### src/pkg/mrb_pkg.sv
// constants and carrier types for the mode-register bank at 15h..19h
package mrb_pkg;
  localparam logic [5:0] ADDR_VENDOR = 6'h15;
  localparam logic [5:0] ADDR_TERM   = 6'h16;
  localparam logic [5:0] ADDR_OSC    = 6'h17;
  localparam logic [5:0] ADDR_ACT    = 6'h18;
  localparam logic [5:0] ADDR_REPAIR = 6'h19;

  // termination_control field positions
  localparam int CTRL_TERM_LSB     = 0;
  localparam int CTRL_TERM_MSB     = 2;
  localparam int TERM_CLK_BIT      = 3;
  localparam int TERM_CS_BIT       = 4;
  localparam int TERM_CA_DIS_BIT   = 5;
  localparam int TERM_LOW_SEL_BIT  = 6;
  localparam int TERM_HIGH_SEL_BIT = 7;
  localparam logic [2:0] CTRL_TERM_OFF  = 3'h0;
  localparam logic [2:0] CTRL_TERM_RSVD = 3'h7;
  localparam logic [2:0] BUS_TERM_OFF   = 3'h0;

  // row_refresh_activate_limit field positions
  localparam int ACT_ENABLE_BIT    = 7;
  localparam int ACT_BANK_LSB      = 4;
  localparam int ACT_UNLIMITED_BIT = 3;

  localparam logic [7:0] TERM_RESET   = 8'h00;
  localparam logic [7:0] OSC_RESET    = 8'h00;
  localparam logic [3:0] ACT_RESET    = 4'h0;
  localparam logic [7:0] READ_ZERO    = 8'h00;
  // arbitrary value returned by the vendor-private register
  localparam logic [7:0] VENDOR_VALUE = 8'h00;

  // multipurpose command operands for the interval oscillator
  localparam logic [6:0] MPC_OSC_STOP  = 7'h4d;
  localparam logic [6:0] MPC_OSC_START = 7'h4b;

  // oscillator run-time decode, counted in channel clocks
  localparam logic [1:0]  OSC_MODE_N    = 2'h0;
  localparam logic [1:0]  OSC_MODE_2K   = 2'h1;
  localparam logic [1:0]  OSC_MODE_4K   = 2'h2;
  localparam logic [12:0] OSC_STEP      = 13'h0010;
  localparam logic [12:0] OSC_LIM_2K    = 13'h0800;
  localparam logic [12:0] OSC_LIM_4K    = 13'h1000;
  localparam logic [12:0] OSC_LIM_NONE  = 13'h0000;

  typedef struct packed {
    logic       valid;
    logic       is_write;
    logic       is_mpc;
    logic [5:0] addr;
    logic [7:0] data;
  } mrb_cmd_t;

  typedef struct packed {
    logic       clk;
    logic       cs;
    logic       ca;
    logic [2:0] ctrl;
  } mrb_term_t;

  typedef enum logic {MRB_OSC_IDLE, MRB_OSC_RUN} mrb_osc_state_t;
endpackage

### src/logic/mrb_sync.sv
// two-flop synchroniser for pins entering the system clock domain
`timescale 1ns/1ps
module mrb_sync #(
  parameter int W = 1
) (
  input  wire logic         sys_clk,
  input  wire logic         rst_n,
  input  wire logic [W-1:0] d,
  output logic      [W-1:0] q
);
  logic [W-1:0] meta_ff;

  always_ff @(posedge sys_clk) begin
    if (!rst_n) begin
      meta_ff <= '0;
      q       <= '0;
    end else begin
      meta_ff <= d;
      q       <= meta_ff;
    end
  end
endmodule

### src/logic/mrb_osc.sv
// interval oscillator run timer with automatic or commanded stop
`timescale 1ns/1ps
module mrb_osc (
  input  wire logic       sys_clk,
  input  wire logic       rst_n,
  input  wire logic       ck_rise,
  input  wire logic       start,
  input  wire logic       stop_cmd,
  input  wire logic [7:0] run_time,
  output logic            running
);
  mrb_pkg::mrb_osc_state_t state_ff;
  logic [12:0]             cnt_ff;
  logic [12:0]             lim_ff;
  logic [12:0]             cnt_inc;

  function automatic logic [12:0] osc_limit(input logic [7:0] rt);
    logic [12:0] lim;
    lim = mrb_pkg::OSC_LIM_NONE;
    case (rt[7:6])
      mrb_pkg::OSC_MODE_N:  lim = 13'({7'h00, rt[5:0]} * mrb_pkg::OSC_STEP);
      mrb_pkg::OSC_MODE_2K: lim = mrb_pkg::OSC_LIM_2K;
      mrb_pkg::OSC_MODE_4K: lim = mrb_pkg::OSC_LIM_4K;
      default:              lim = mrb_pkg::OSC_LIM_NONE;
    endcase
    return lim;
  endfunction

  assign cnt_inc = cnt_ff + 13'h0001;
  assign running = (state_ff == mrb_pkg::MRB_OSC_RUN);

  always_ff @(posedge sys_clk) begin
    if (!rst_n) begin
      state_ff <= mrb_pkg::MRB_OSC_IDLE;
      cnt_ff   <= 13'h0000;
      lim_ff   <= mrb_pkg::OSC_LIM_NONE;
    end else if (start) begin
      state_ff <= mrb_pkg::MRB_OSC_RUN;
      cnt_ff   <= 13'h0000;
      lim_ff   <= osc_limit(run_time);
    end else begin
      case (state_ff)
        mrb_pkg::MRB_OSC_RUN: begin
          if (stop_cmd) begin
            state_ff <= mrb_pkg::MRB_OSC_IDLE;
          end else if (ck_rise) begin
            cnt_ff <= cnt_inc;
            if (lim_ff != mrb_pkg::OSC_LIM_NONE && cnt_inc == lim_ff) begin
              state_ff <= mrb_pkg::MRB_OSC_IDLE;
            end
          end
        end
        default: state_ff <= mrb_pkg::MRB_OSC_IDLE;
      endcase
    end
  end
endmodule

### src/logic/mrb_regs.sv
// mode-register bank: termination, oscillator run time, refresh mode, repair report
`timescale 1ns/1ps
// Functional notes
// - address 15h is vendor private; writes ignored, reads give a fixed value.
// - termination bits 2:0 pick controller termination; 000 off, 111 reserved.
// - clock termination override bit 3 terminates clocks regardless of pad.
// - chip-select override bit 4 terminates chip select regardless of pad.
// - bit 5 clear: CA terminates on pad high and valid value; set: never.
// - one copy per set point; writes and reads use the write set point.
// - operation uses the operating set point copy only; other copy ignored.
// - terminating rank keeps terminating in every power state.
// - run time zero manual; 00 N stops after N*16; 01/10 after 2048/4096.
// - with run time zero the stop command halts the oscillator.
// - activate limit code reports 700K..200K; 000 untested when bit 3 clear.
// - unlimited flag set means no activate limit and code reads zero.
// - bit 7 enables target-row-refresh mode; resets disabled.
// - address 19h reads one repair flag per bank, one means available.
module mrb_regs (
  input  wire logic              sys_clk,
  input  wire logic              rst_n,
  input  wire logic              ck_link,
  input  wire mrb_pkg::mrb_cmd_t cmd_pins,
  input  wire logic              bus_term_pad,
  input  wire logic [2:0]        bus_term_value_reg,
  input  wire logic              write_setpoint_select,
  input  wire logic              operating_setpoint_select,
  input  wire logic [2:0]        max_activate_code,
  input  wire logic              unlimited_activate_flag,
  input  wire logic [7:0]        repair_resource_flag,
  output mrb_pkg::mrb_term_t     term_state,
  output logic                   row_refresh_enable,
  output logic [2:0]             row_refresh_target_bank,
  output logic                   osc_running,
  output logic                   rd_valid,
  output logic [7:0]             rd_data
);
  localparam int CW = $bits(mrb_pkg::mrb_cmd_t);

  logic [CW+1:0]      sync_q;
  mrb_pkg::mrb_cmd_t  cmd_s;
  logic               ck_s;
  logic               pad_s;
  logic               ck_prev_ff;
  logic               ck_rise;
  logic               take;
  logic               wr;
  logic               rd;
  logic               mpc;
  logic [7:0]         term_copy_ff [2];
  logic [7:0]         op_copy;
  logic [7:0]         wr_copy;
  logic               bus_valid;
  mrb_pkg::mrb_term_t nxt_term;
  mrb_pkg::mrb_term_t term_ff;
  logic [7:0]         osc_run_ff;
  logic [3:0]         act_ctl_ff;
  logic [7:0]         act_read;
  logic               rd_valid_ff;
  logic [7:0]         rd_data_ff;
  logic [5:0]         rd_addr_ff;
  logic               osc_start;
  logic               osc_stop;

  function automatic logic in_map(input logic [5:0] a);
    return a >= mrb_pkg::ADDR_VENDOR && a <= mrb_pkg::ADDR_REPAIR;
  endfunction

  mrb_sync #(.W(CW + 2)) u_sync (
    .sys_clk (sys_clk),
    .rst_n   (rst_n),
    .d       ({ck_link, bus_term_pad, cmd_pins}),
    .q       (sync_q)
  );

  assign ck_s  = sync_q[CW+1];
  assign pad_s = sync_q[CW];
  assign cmd_s = sync_q[CW-1:0];

  // commands are taken on the channel clock rising edge
  always_ff @(posedge sys_clk) begin
    if (!rst_n) begin
      ck_prev_ff <= 1'b0;
    end else begin
      ck_prev_ff <= ck_s;
    end
  end

  assign ck_rise = ck_s & ~ck_prev_ff;
  assign take    = ck_rise & cmd_s.valid;
  assign wr      = take & cmd_s.is_write & ~cmd_s.is_mpc;
  assign rd      = take & ~cmd_s.is_write & ~cmd_s.is_mpc;
  assign mpc     = take & cmd_s.is_mpc;

  // termination copies, one per set point
  for (genvar g = 0; g < 2; g++) begin : g_copy
    always_ff @(posedge sys_clk) begin
      if (!rst_n) begin
        term_copy_ff[g] <= mrb_pkg::TERM_RESET;
      // write lands in write set point copy
      end else if (wr && cmd_s.addr == mrb_pkg::ADDR_TERM
                   && write_setpoint_select == 1'(g)) begin
        term_copy_ff[g] <= cmd_s.data;
      end
    end
  end

  assign op_copy   = term_copy_ff[operating_setpoint_select];
  assign wr_copy   = term_copy_ff[write_setpoint_select];
  assign bus_valid = bus_term_value_reg != mrb_pkg::BUS_TERM_OFF;

  always_comb begin
    nxt_term.clk = bus_valid & (op_copy[mrb_pkg::TERM_CLK_BIT] | pad_s);
    nxt_term.cs  = bus_valid & (op_copy[mrb_pkg::TERM_CS_BIT] | pad_s);
    nxt_term.ca  = ~op_copy[mrb_pkg::TERM_CA_DIS_BIT] & pad_s & bus_valid;
    // reserved controller code acts as off
    if (op_copy[mrb_pkg::CTRL_TERM_MSB:mrb_pkg::CTRL_TERM_LSB] == mrb_pkg::CTRL_TERM_RSVD) begin
      nxt_term.ctrl = mrb_pkg::CTRL_TERM_OFF;
    end else begin
      nxt_term.ctrl = op_copy[mrb_pkg::CTRL_TERM_MSB:mrb_pkg::CTRL_TERM_LSB];
    end
  end

  always_ff @(posedge sys_clk) begin
    if (!rst_n) begin
      term_ff <= '0;
    end else begin
      term_ff <= nxt_term;
    end
  end

  assign term_state = term_ff;

  // oscillator run time setting
  always_ff @(posedge sys_clk) begin
    if (!rst_n) begin
      osc_run_ff <= mrb_pkg::OSC_RESET;
    end else if (wr && cmd_s.addr == mrb_pkg::ADDR_OSC) begin
      osc_run_ff <= cmd_s.data;
    end
  end

  assign osc_start = mpc && cmd_s.data[6:0] == mrb_pkg::MPC_OSC_START;
  // stop with nonzero run time is dropped
  assign osc_stop  = mpc && cmd_s.data[6:0] == mrb_pkg::MPC_OSC_STOP
                     && osc_run_ff == mrb_pkg::OSC_RESET;

  mrb_osc u_osc (
    .sys_clk  (sys_clk),
    .rst_n    (rst_n),
    .ck_rise  (ck_rise),
    .start    (osc_start),
    .stop_cmd (osc_stop),
    .run_time (osc_run_ff),
    .running  (osc_running)
  );

  always_ff @(posedge sys_clk) begin
    if (!rst_n) begin
      act_ctl_ff <= mrb_pkg::ACT_RESET;
    end else if (wr && cmd_s.addr == mrb_pkg::ADDR_ACT) begin
      act_ctl_ff <= cmd_s.data[mrb_pkg::ACT_ENABLE_BIT:mrb_pkg::ACT_BANK_LSB];
    end
  end

  assign row_refresh_enable      = act_ctl_ff[3];
  assign row_refresh_target_bank = act_ctl_ff[2:0];

  // limit code reported; zero when unlimited
  assign act_read = {act_ctl_ff, unlimited_activate_flag,
                     unlimited_activate_flag ? 3'h0 : max_activate_code};

  always_ff @(posedge sys_clk) begin
    if (!rst_n) begin
      rd_valid_ff <= 1'b0;
      rd_data_ff  <= mrb_pkg::READ_ZERO;
      rd_addr_ff  <= 6'h00;
    end else begin
      rd_valid_ff <= rd && in_map(cmd_s.addr);
      if (rd) begin
        rd_addr_ff <= cmd_s.addr;
        case (cmd_s.addr)
          mrb_pkg::ADDR_VENDOR: rd_data_ff <= mrb_pkg::VENDOR_VALUE;
          // read from write set point copy
          mrb_pkg::ADDR_TERM:   rd_data_ff <= wr_copy;
          mrb_pkg::ADDR_OSC:    rd_data_ff <= mrb_pkg::READ_ZERO;
          mrb_pkg::ADDR_ACT:    rd_data_ff <= act_read;
          mrb_pkg::ADDR_REPAIR: rd_data_ff <= repair_resource_flag;
          default:              rd_data_ff <= mrb_pkg::READ_ZERO;
        endcase
      end
    end
  end

  assign rd_valid = rd_valid_ff;
  assign rd_data  = rd_data_ff;
endmodule

### config.mk
export PLATFORM = sky130hd
export DESIGN_NAME = mrb_regs
export DESIGN_NICKNAME = d
export VERILOG_FILES = /design/src/pkg/mrb_pkg.sv /design/src/logic/mrb_sync.sv /design/src/logic/mrb_osc.sv /design/src/logic/mrb_regs.sv
export SDC_FILE = /design/constraint.sdc
export NUM_CORES = 1
export LEC_CHECK = 0
export ABC_AREA = 1
export BUFFER_PORTS_ARGS = -buffer_cell sky130_fd_sc_hd__buf_2
export CORE_ASPECT_RATIO = 0.6
export CORE_MARGIN = 10
export CORE_UTILIZATION = 57
export CTS_BUF_LIST = sky130_fd_sc_hd__clkbuf_16
export DETAILED_ROUTE_END_ITERATION = 10
export GPL_TIMING_DRIVEN = 0
export PLACE_DENSITY = 0.79
export REMOVE_ABC_BUFFERS = 1
export SETUP_SLACK_MARGIN = 0.5
export SLEW_MARGIN = 20
export SYNTH_ARGS = -nofsm -noshare
export SYNTH_HDL_FRONTEND = slang
export SYNTH_HIERARCHICAL = 1
export SYNTH_SLANG_ARGS = --single-unit
### constraint.sdc
create_clock -name sys_clk -period 2.1 [get_ports sys_clk]
set_input_delay 0.525 -clock sys_clk [delete_from_list [all_inputs] [get_ports sys_clk]]
set_output_delay 0.525 -clock sys_clk [all_outputs]
set_load 0.05 [all_outputs]
## Word level (Yosys, flattened, before mapping)

Memory sizes are Yosys's and may differ from the RTL's.
Cells that the tools add are included.

- Flip-flop bits (word level): 93
- Memory bits (writable): 16
- Input port bits: 38
- Output and inout port bits: 20
- Word-level logic and storage cells: 85
- Memories: 1

Memories:

| name | depth | width | rd ports | clocked after Yosys merged registers in | write ports | line | source |
|---|---|---|---|---|---|---|---|
| term_copy_ff | 2 | 8 | 2 | 0 | 2 | mrb_regs.sv:49 | `logic [7:0] term_copy_ff [2];` |

- $add $sub $neg: 1
- Magnitude comparators: 2
- Eq/ne operators: 10
- Multiplexer cells: 17
- Bitwise gates (word level): 22
- Reductions and logical operators: 18

Operators by type and width:

| cell | number |
|---|---|
| one-hot mux 13 bit (3 select lines) | 1 |
| == test 6 x 5 -> 1 bit, second input constant | 4 |
| one-hot mux 8 bit (3 select lines) | 1 |
| two-way mux 8 bit | 2 |
| == test 7 bit, second input constant | 2 |
| adder 13 x 1 -> 13 bit, second input constant | 1 |
| == test 13 bit | 1 |
| nonzero test 13 bit | 1 |
| two-way mux 1 bit | 12 |
| bitwise AND 1 bit | 11 |
| logical AND 1 bit | 11 |
| logical NOT 8 bit | 1 |
| NOT 1 bit | 7 |
| >= comparator 6 x 5 -> 1 bit, second input constant | 1 |
| <= comparator 6 x 5 -> 1 bit, second input constant | 1 |
| OR 1 bit | 4 |
| OR reduction 2 bit | 2 |
| == test 3 bit, second input constant | 1 |
| two-way mux 3 bit | 1 |
| AND reduction 3 bit | 1 |
| nonzero test 3 bit | 1 |
| == test 2 x 1 -> 1 bit, second input constant | 1 |
| == test 2 bit, second input constant | 1 |
| logical NOT 2 bit | 1 |

## Depth between registers and ports, before layout

- Depth in word-level cells: 11
- Gate-level depth with buffers: 13
- Depth with buffers taken out: 13

## By module

The synthesis kept the hierarchy.

Modules (own cells, without submodules):

| module | instances | cells each | area each (um2) | sequential area each (um2) |
|---|---|---|---|---|
| mrb_regs | 1 | 287 | 2154.6 | 1041.0 |
| mrb_osc | 1 | 216 | 1362.6 | 440.4 |
| mrb_sync | 1 | 118 | 1081.0 | 760.7 |

## Worst setup path before layout

No wires, ideal clock.

- Kind: flip-flop to flip-flop
- From: register u_sync.q[18]
- To: register u_osc.cnt_ff[7]
- Library setup time: 0.116 ns
- Arrival: 1.662 ns
- Required time: 1.984 ns
- Setup slack: 0.322 ns
- Cell stages (with the launch flop): 11
- Path buffers: 1
- Period minus slack after synthesis: 1.778 ns
- Path through: dfxtp_1 > nand3_2 > inv_1 > nand2_1 > nor4_1 > nor2_1 > nand2_1 > inv_1 > buf_2 > o211ai_1 > inv_1

- Cells in the longest elaborated chain, start to end: 7
- Elaborated cells on any way between the ends: 9
- Those cells by class: bitwise: 4; reduce/logical: 5

Ends and longest elaborated chain:

| item | line | source |
|---|---|---|
| start, declared | mrb_sync.sv:9 | `output logic [W-1:0] q` |
| start signal, assigned | mrb_sync.sv:19 | `q <= meta_ff;` |
| bitwise AND 1 bit | mrb_regs.sv:88 | `assign ck_rise = ck_s & ~ck_prev_ff;` |
| bitwise AND 1 bit | mrb_regs.sv:89 | `assign take = ck_rise & cmd_s.valid;` |
| bitwise AND 1 bit | mrb_regs.sv:92 | `assign mpc = take & cmd_s.is_mpc;` |
| logical AND 1 bit | mrb_regs.sv:144 | `assign osc_stop = mpc && cmd_s.data[6:0] == mrb_pkg::MPC_OSC_STOP` |
| logical AND 1 bit | mrb_regs.sv:145 | `&& osc_run_ff == mrb_pkg::OSC_RESET;` |
| via osc_stop | mrb_regs.sv:62 | `logic osc_stop;` |
| NOT 1 bit (no source line) | -- |  |
| AND reduction 3 bit (no source line) | -- |  |
| end signal, assigned | mrb_osc.sv:47 | `cnt_ff <= cnt_inc;` |
| end, declared | mrb_osc.sv:13 | `logic [12:0] cnt_ff;` |

The timed path passes the listed nets, and every way through them passes these cells.
A chain may end at the register's enable or synchronous reset.

## Worst setup path after layout

- From: register u_sync.q[1]
- To: register u_osc.cnt_ff[0]

- Cells in the longest elaborated chain, start to end: 5
- Elaborated cells on any way between the ends: 8
- Those cells by class: eq/ne: 2; bitwise: 1; reduce/logical: 5

Ends and longest elaborated chain:

| item | line |
|---|---|
| == test 7 bit | mrb_regs.sv:144 |
| logical AND 1 bit | mrb_regs.sv:144 |
| logical AND 1 bit | mrb_regs.sv:145 |
| via osc_stop | mrb_regs.sv:62 |
| NOT 1 bit (no source line) | -- |
| AND reduction 3 bit (no source line) | -- |

The timed path passes the listed nets, and every way through them passes these cells.

==> results_dict.tcl <==
set metrics [dict create \
    status "complete, no violations" \
    drc 0 \
    reg2reg_slack_ps 160 \
    p_int_uw 3110 \
    synth.distinct_cells 39 \
    critical_path_required_ps 2340 \
    hold_slack_ps 347 \
    r2r_start "u_sync/q[1]" \
    ir_drop_mv 0.522 \
    start_kind "flip-flop" \
    via_count 4479 \
    synth.yosys.warnings 6 \
    period_share_pct 92.3 \
    hold_violations 0 \
    via_per_inst 5.45 \
    diodes 0 \
    fin_nets 748 \
    worstPathArrival_ps 2180 \
    firstDrtPassIters 6 \
    max_slew_margin_pct 68.6 \
    synth_top_area_cell "dfxtp_1" \
    switching_share_pct 24.4 \
    die_h_um 89.6 \
    dp_hpwl_um 7580 \
    hp-start "cmd_pins[15]" \
    maxSlewViolCount 0 \
    ys_ff_latch 104 \
    combPwrFrac_pct 5.7 \
    syn_area_um2 4600 \
    grt_use_total_pct 18.8 \
    maxCapViolations 0 \
    pwr-share-clk_pct 43.3 \
    antenna_found_initial 0 \
    worstMarginPinSlew_ps 470 \
    insertion_delay_ps 360 \
    worstHoldEndpoint "u_sync/meta_ff[15]" \
    crit_path_max_fanout 9 \
    synth-edff-count 16 \
    place_congestion 0.865 \
    clk_pin_slew_worst_paths_ps 80 \
    ff2ff_path_depth 9 \
    async_flop_share_pct 0 \
    wirelength_um 13300 \
    cts_num_sinks 104 \
    setup_viol 0 \
    design_area_um2 5820 \
    synth-main-ff-cell "dfxtp_1" \
    clockBufferDepth 2 \
    grt_max_degree 64 \
    first_global_vias 3851 \
    port_buffers 57 \
    max_freq_mhz 516 \
    ant_nets 0 \
    fp.coreArea_um2 7850 \
    synth_area_per_cell_um2 7.40 \
    critical_path_class "flip-flop to flip-flop" \
    initial_core_util_pct 58.6 \
    switchingPower_uw 1010 \
    cts_tree "built" \
    total_power_uw 4110 \
    grt_overflow_total 0 \
    min_path_type "input pin to flip-flop" \
    synthCells 621 \
    leakagePower_uw 0.00276 \
    drt_iter0_markers 645 \
    min_period_ps 1940 \
    htreeDepth 3 \
    grt_pass1_wl_um 18200 \
    placementRows 25 \
    die-area_um2 12200 \
    worstSetupEndpointType "flip-flop" \
    drive_gt1_share_pct 26.2 \
    cts-root-buf "clkbuf_16" \
    dpl_cell_area_um2 4930 \
    seq_area_frac_synth_pct 48.8 \
    rsz0062_at_grt "yes" \
    r2r-end "u_osc/cnt_ff[0]" \
    fin_util_pct 74.2 \
    synthTopCellsByArea "dfxtp_1 (38%), nand2_1 (12%), edfxtp_1 (10%)" \
    synth_top_area_share_pct 38.3 \
    die_w_um 136 \
    wire_per_inst_um 16.1 \
    power_per_cell_area_nw_per_um2 707 \
    worst_clock_skew_ps 9.51 \
    area_growth_pct 26.6 \
    cts_buffers 9 \
    ios 58 \
    setup-tns-final_ps 0 \
    p_seq_share_pct 51.0 \
    hold_depth 3 \
]
-- worst max-delay path by stage --
stage / cells after the start / to / slack, ps / startpoint
after global placement: 7 / u_osc/cnt_ff[3] / -710 / rst_n
after floorplan: 9 / u_osc/cnt_ff[4] / 380 / u_sync/q[18]
final: 9 / u_osc/cnt_ff[0] / 160 / u_sync/q[1]
after CTS: 10 / u_osc/cnt_ff[7] / 370 / u_sync/q[6]
after global routing: 9 / u_osc/cnt_ff[5] / 90 / osc_run_ff[6]
after detailed placement: 5 / u_osc/cnt_ff[2] / -820 / rst_n
-- worst max-delay path, cell delays in order (launching register included) --
cell     delay [ps]
dfxtp_1         350
inv_1           120
nand3_1         170
nor4_4          360
nor2_2           80
nand2_2         120
buf_4           130
buf_8           120
o21ai_1          70
a21oi_1         280
-- cell usage after synthesis (all sizes together) (2+ instances only) --
cell type	number
nand2	157
inv	112
dfxtp	88
nor2	82
nand3	70
o21ai	27
a21oi	23
edfxtp	16
buf	8
nand4	6
nor3	6
o22ai	6
clkbuf	4
o211ai	3
a211oi	2
clkinv	2
o21bai	2
-- per-layer routing --
| layer | wire, µm | track usage [%] |
|---|---|---|
| met4 | 563 | 9.34 |
| met1 | 5350 | 24.5 |
| met5 | 0 | 0 |
| met2 | 5750 | 28.3 |
| met3 | 1600 | 5.06 |
-- logic make-up (layout without fill, tap and decap cells) --
logic type               Yosys count  count (layout)  synth area share, %
flip-flops                       104             104                 48.8
buffers and inverters            126             219                 11.3
adder cells (fa/ha/maj)            1               1                0.272
AO/OA/AOI/OAI                     66              66                 8.03
AND/OR/NAND/NOR                  324             324                 31.6
-- through the flow --
stage	setup WS, ps	cells
2_1_floorplan	380	609
3_3_place_gp	-713	774
3_5_place_dp	-817	774
4_1_cts	373	810
5_1_grt	86.4	822
6_report	161	822
-- layout by cell type, fill, tap and decap left out, types with 8 or more instances in the layout --
cell / Yosys / final
nor2_1: 73 / 65
nand2_2: 4 / 13
buf_2: 4 / 56
dfxtp_2: 0 / 9
o21ai_0: 26 / 17
o21ai_1: 1 / 8
buf_4: 2 / 22
nor2_4: 2 / 9
nand2_1: 152 / 141
nand3_1: 66 / 61
a21oi_1: 22 / 19
inv_1: 111 / 104
clkbuf_16: 0 / 10
dfxtp_1: 88 / 75
edfxtp_1: 16 / 16
-- flip-flops by register name, summed over array words and instances (netlist names), 6 cells and up --
name            cells
rd_data             8
osc_run_ff          8
u_osc/lim_ff        8
u_sync/q           19
term_copy_ff       16
term_state          6
u_osc/cnt_ff       13
u_sync/meta_ff     19
-- power groups by stage --
stage | logic, µW | clock network, µW | registers (µW)
final | 237 | 1780 | 2100
after global routing | 261 | 1870 | 2100
after CTS | 213 | 1790 | 2100
after global placement | 190 | 0 | 2140
after detailed placement | 196 | 0 | 2140
after floorplan | 90.8 | 0 | 2160
-- repair_timing --
action | in CTS | in global routing
hold buffers | 0 | 0
resized for setup | 46 | 53
pin swaps | 19 | 14
gates cloned | 0 | 1
buffers inserted | 20 | 11
setup endpoints to repair | 59 | 68
-- layout make-up --
class	count	area [µm²]
Inverter	114	442
Clock inverter	7	90.1
Fill cell	530	2030
Tap cell	108	135
Sequential cell	104	2270
Timing Repair Buffer	89	599
Multi-Input combinational cell	391	2060
Clock buffer	9	225
No activity file was read; power rests on OpenSTA's default activity.
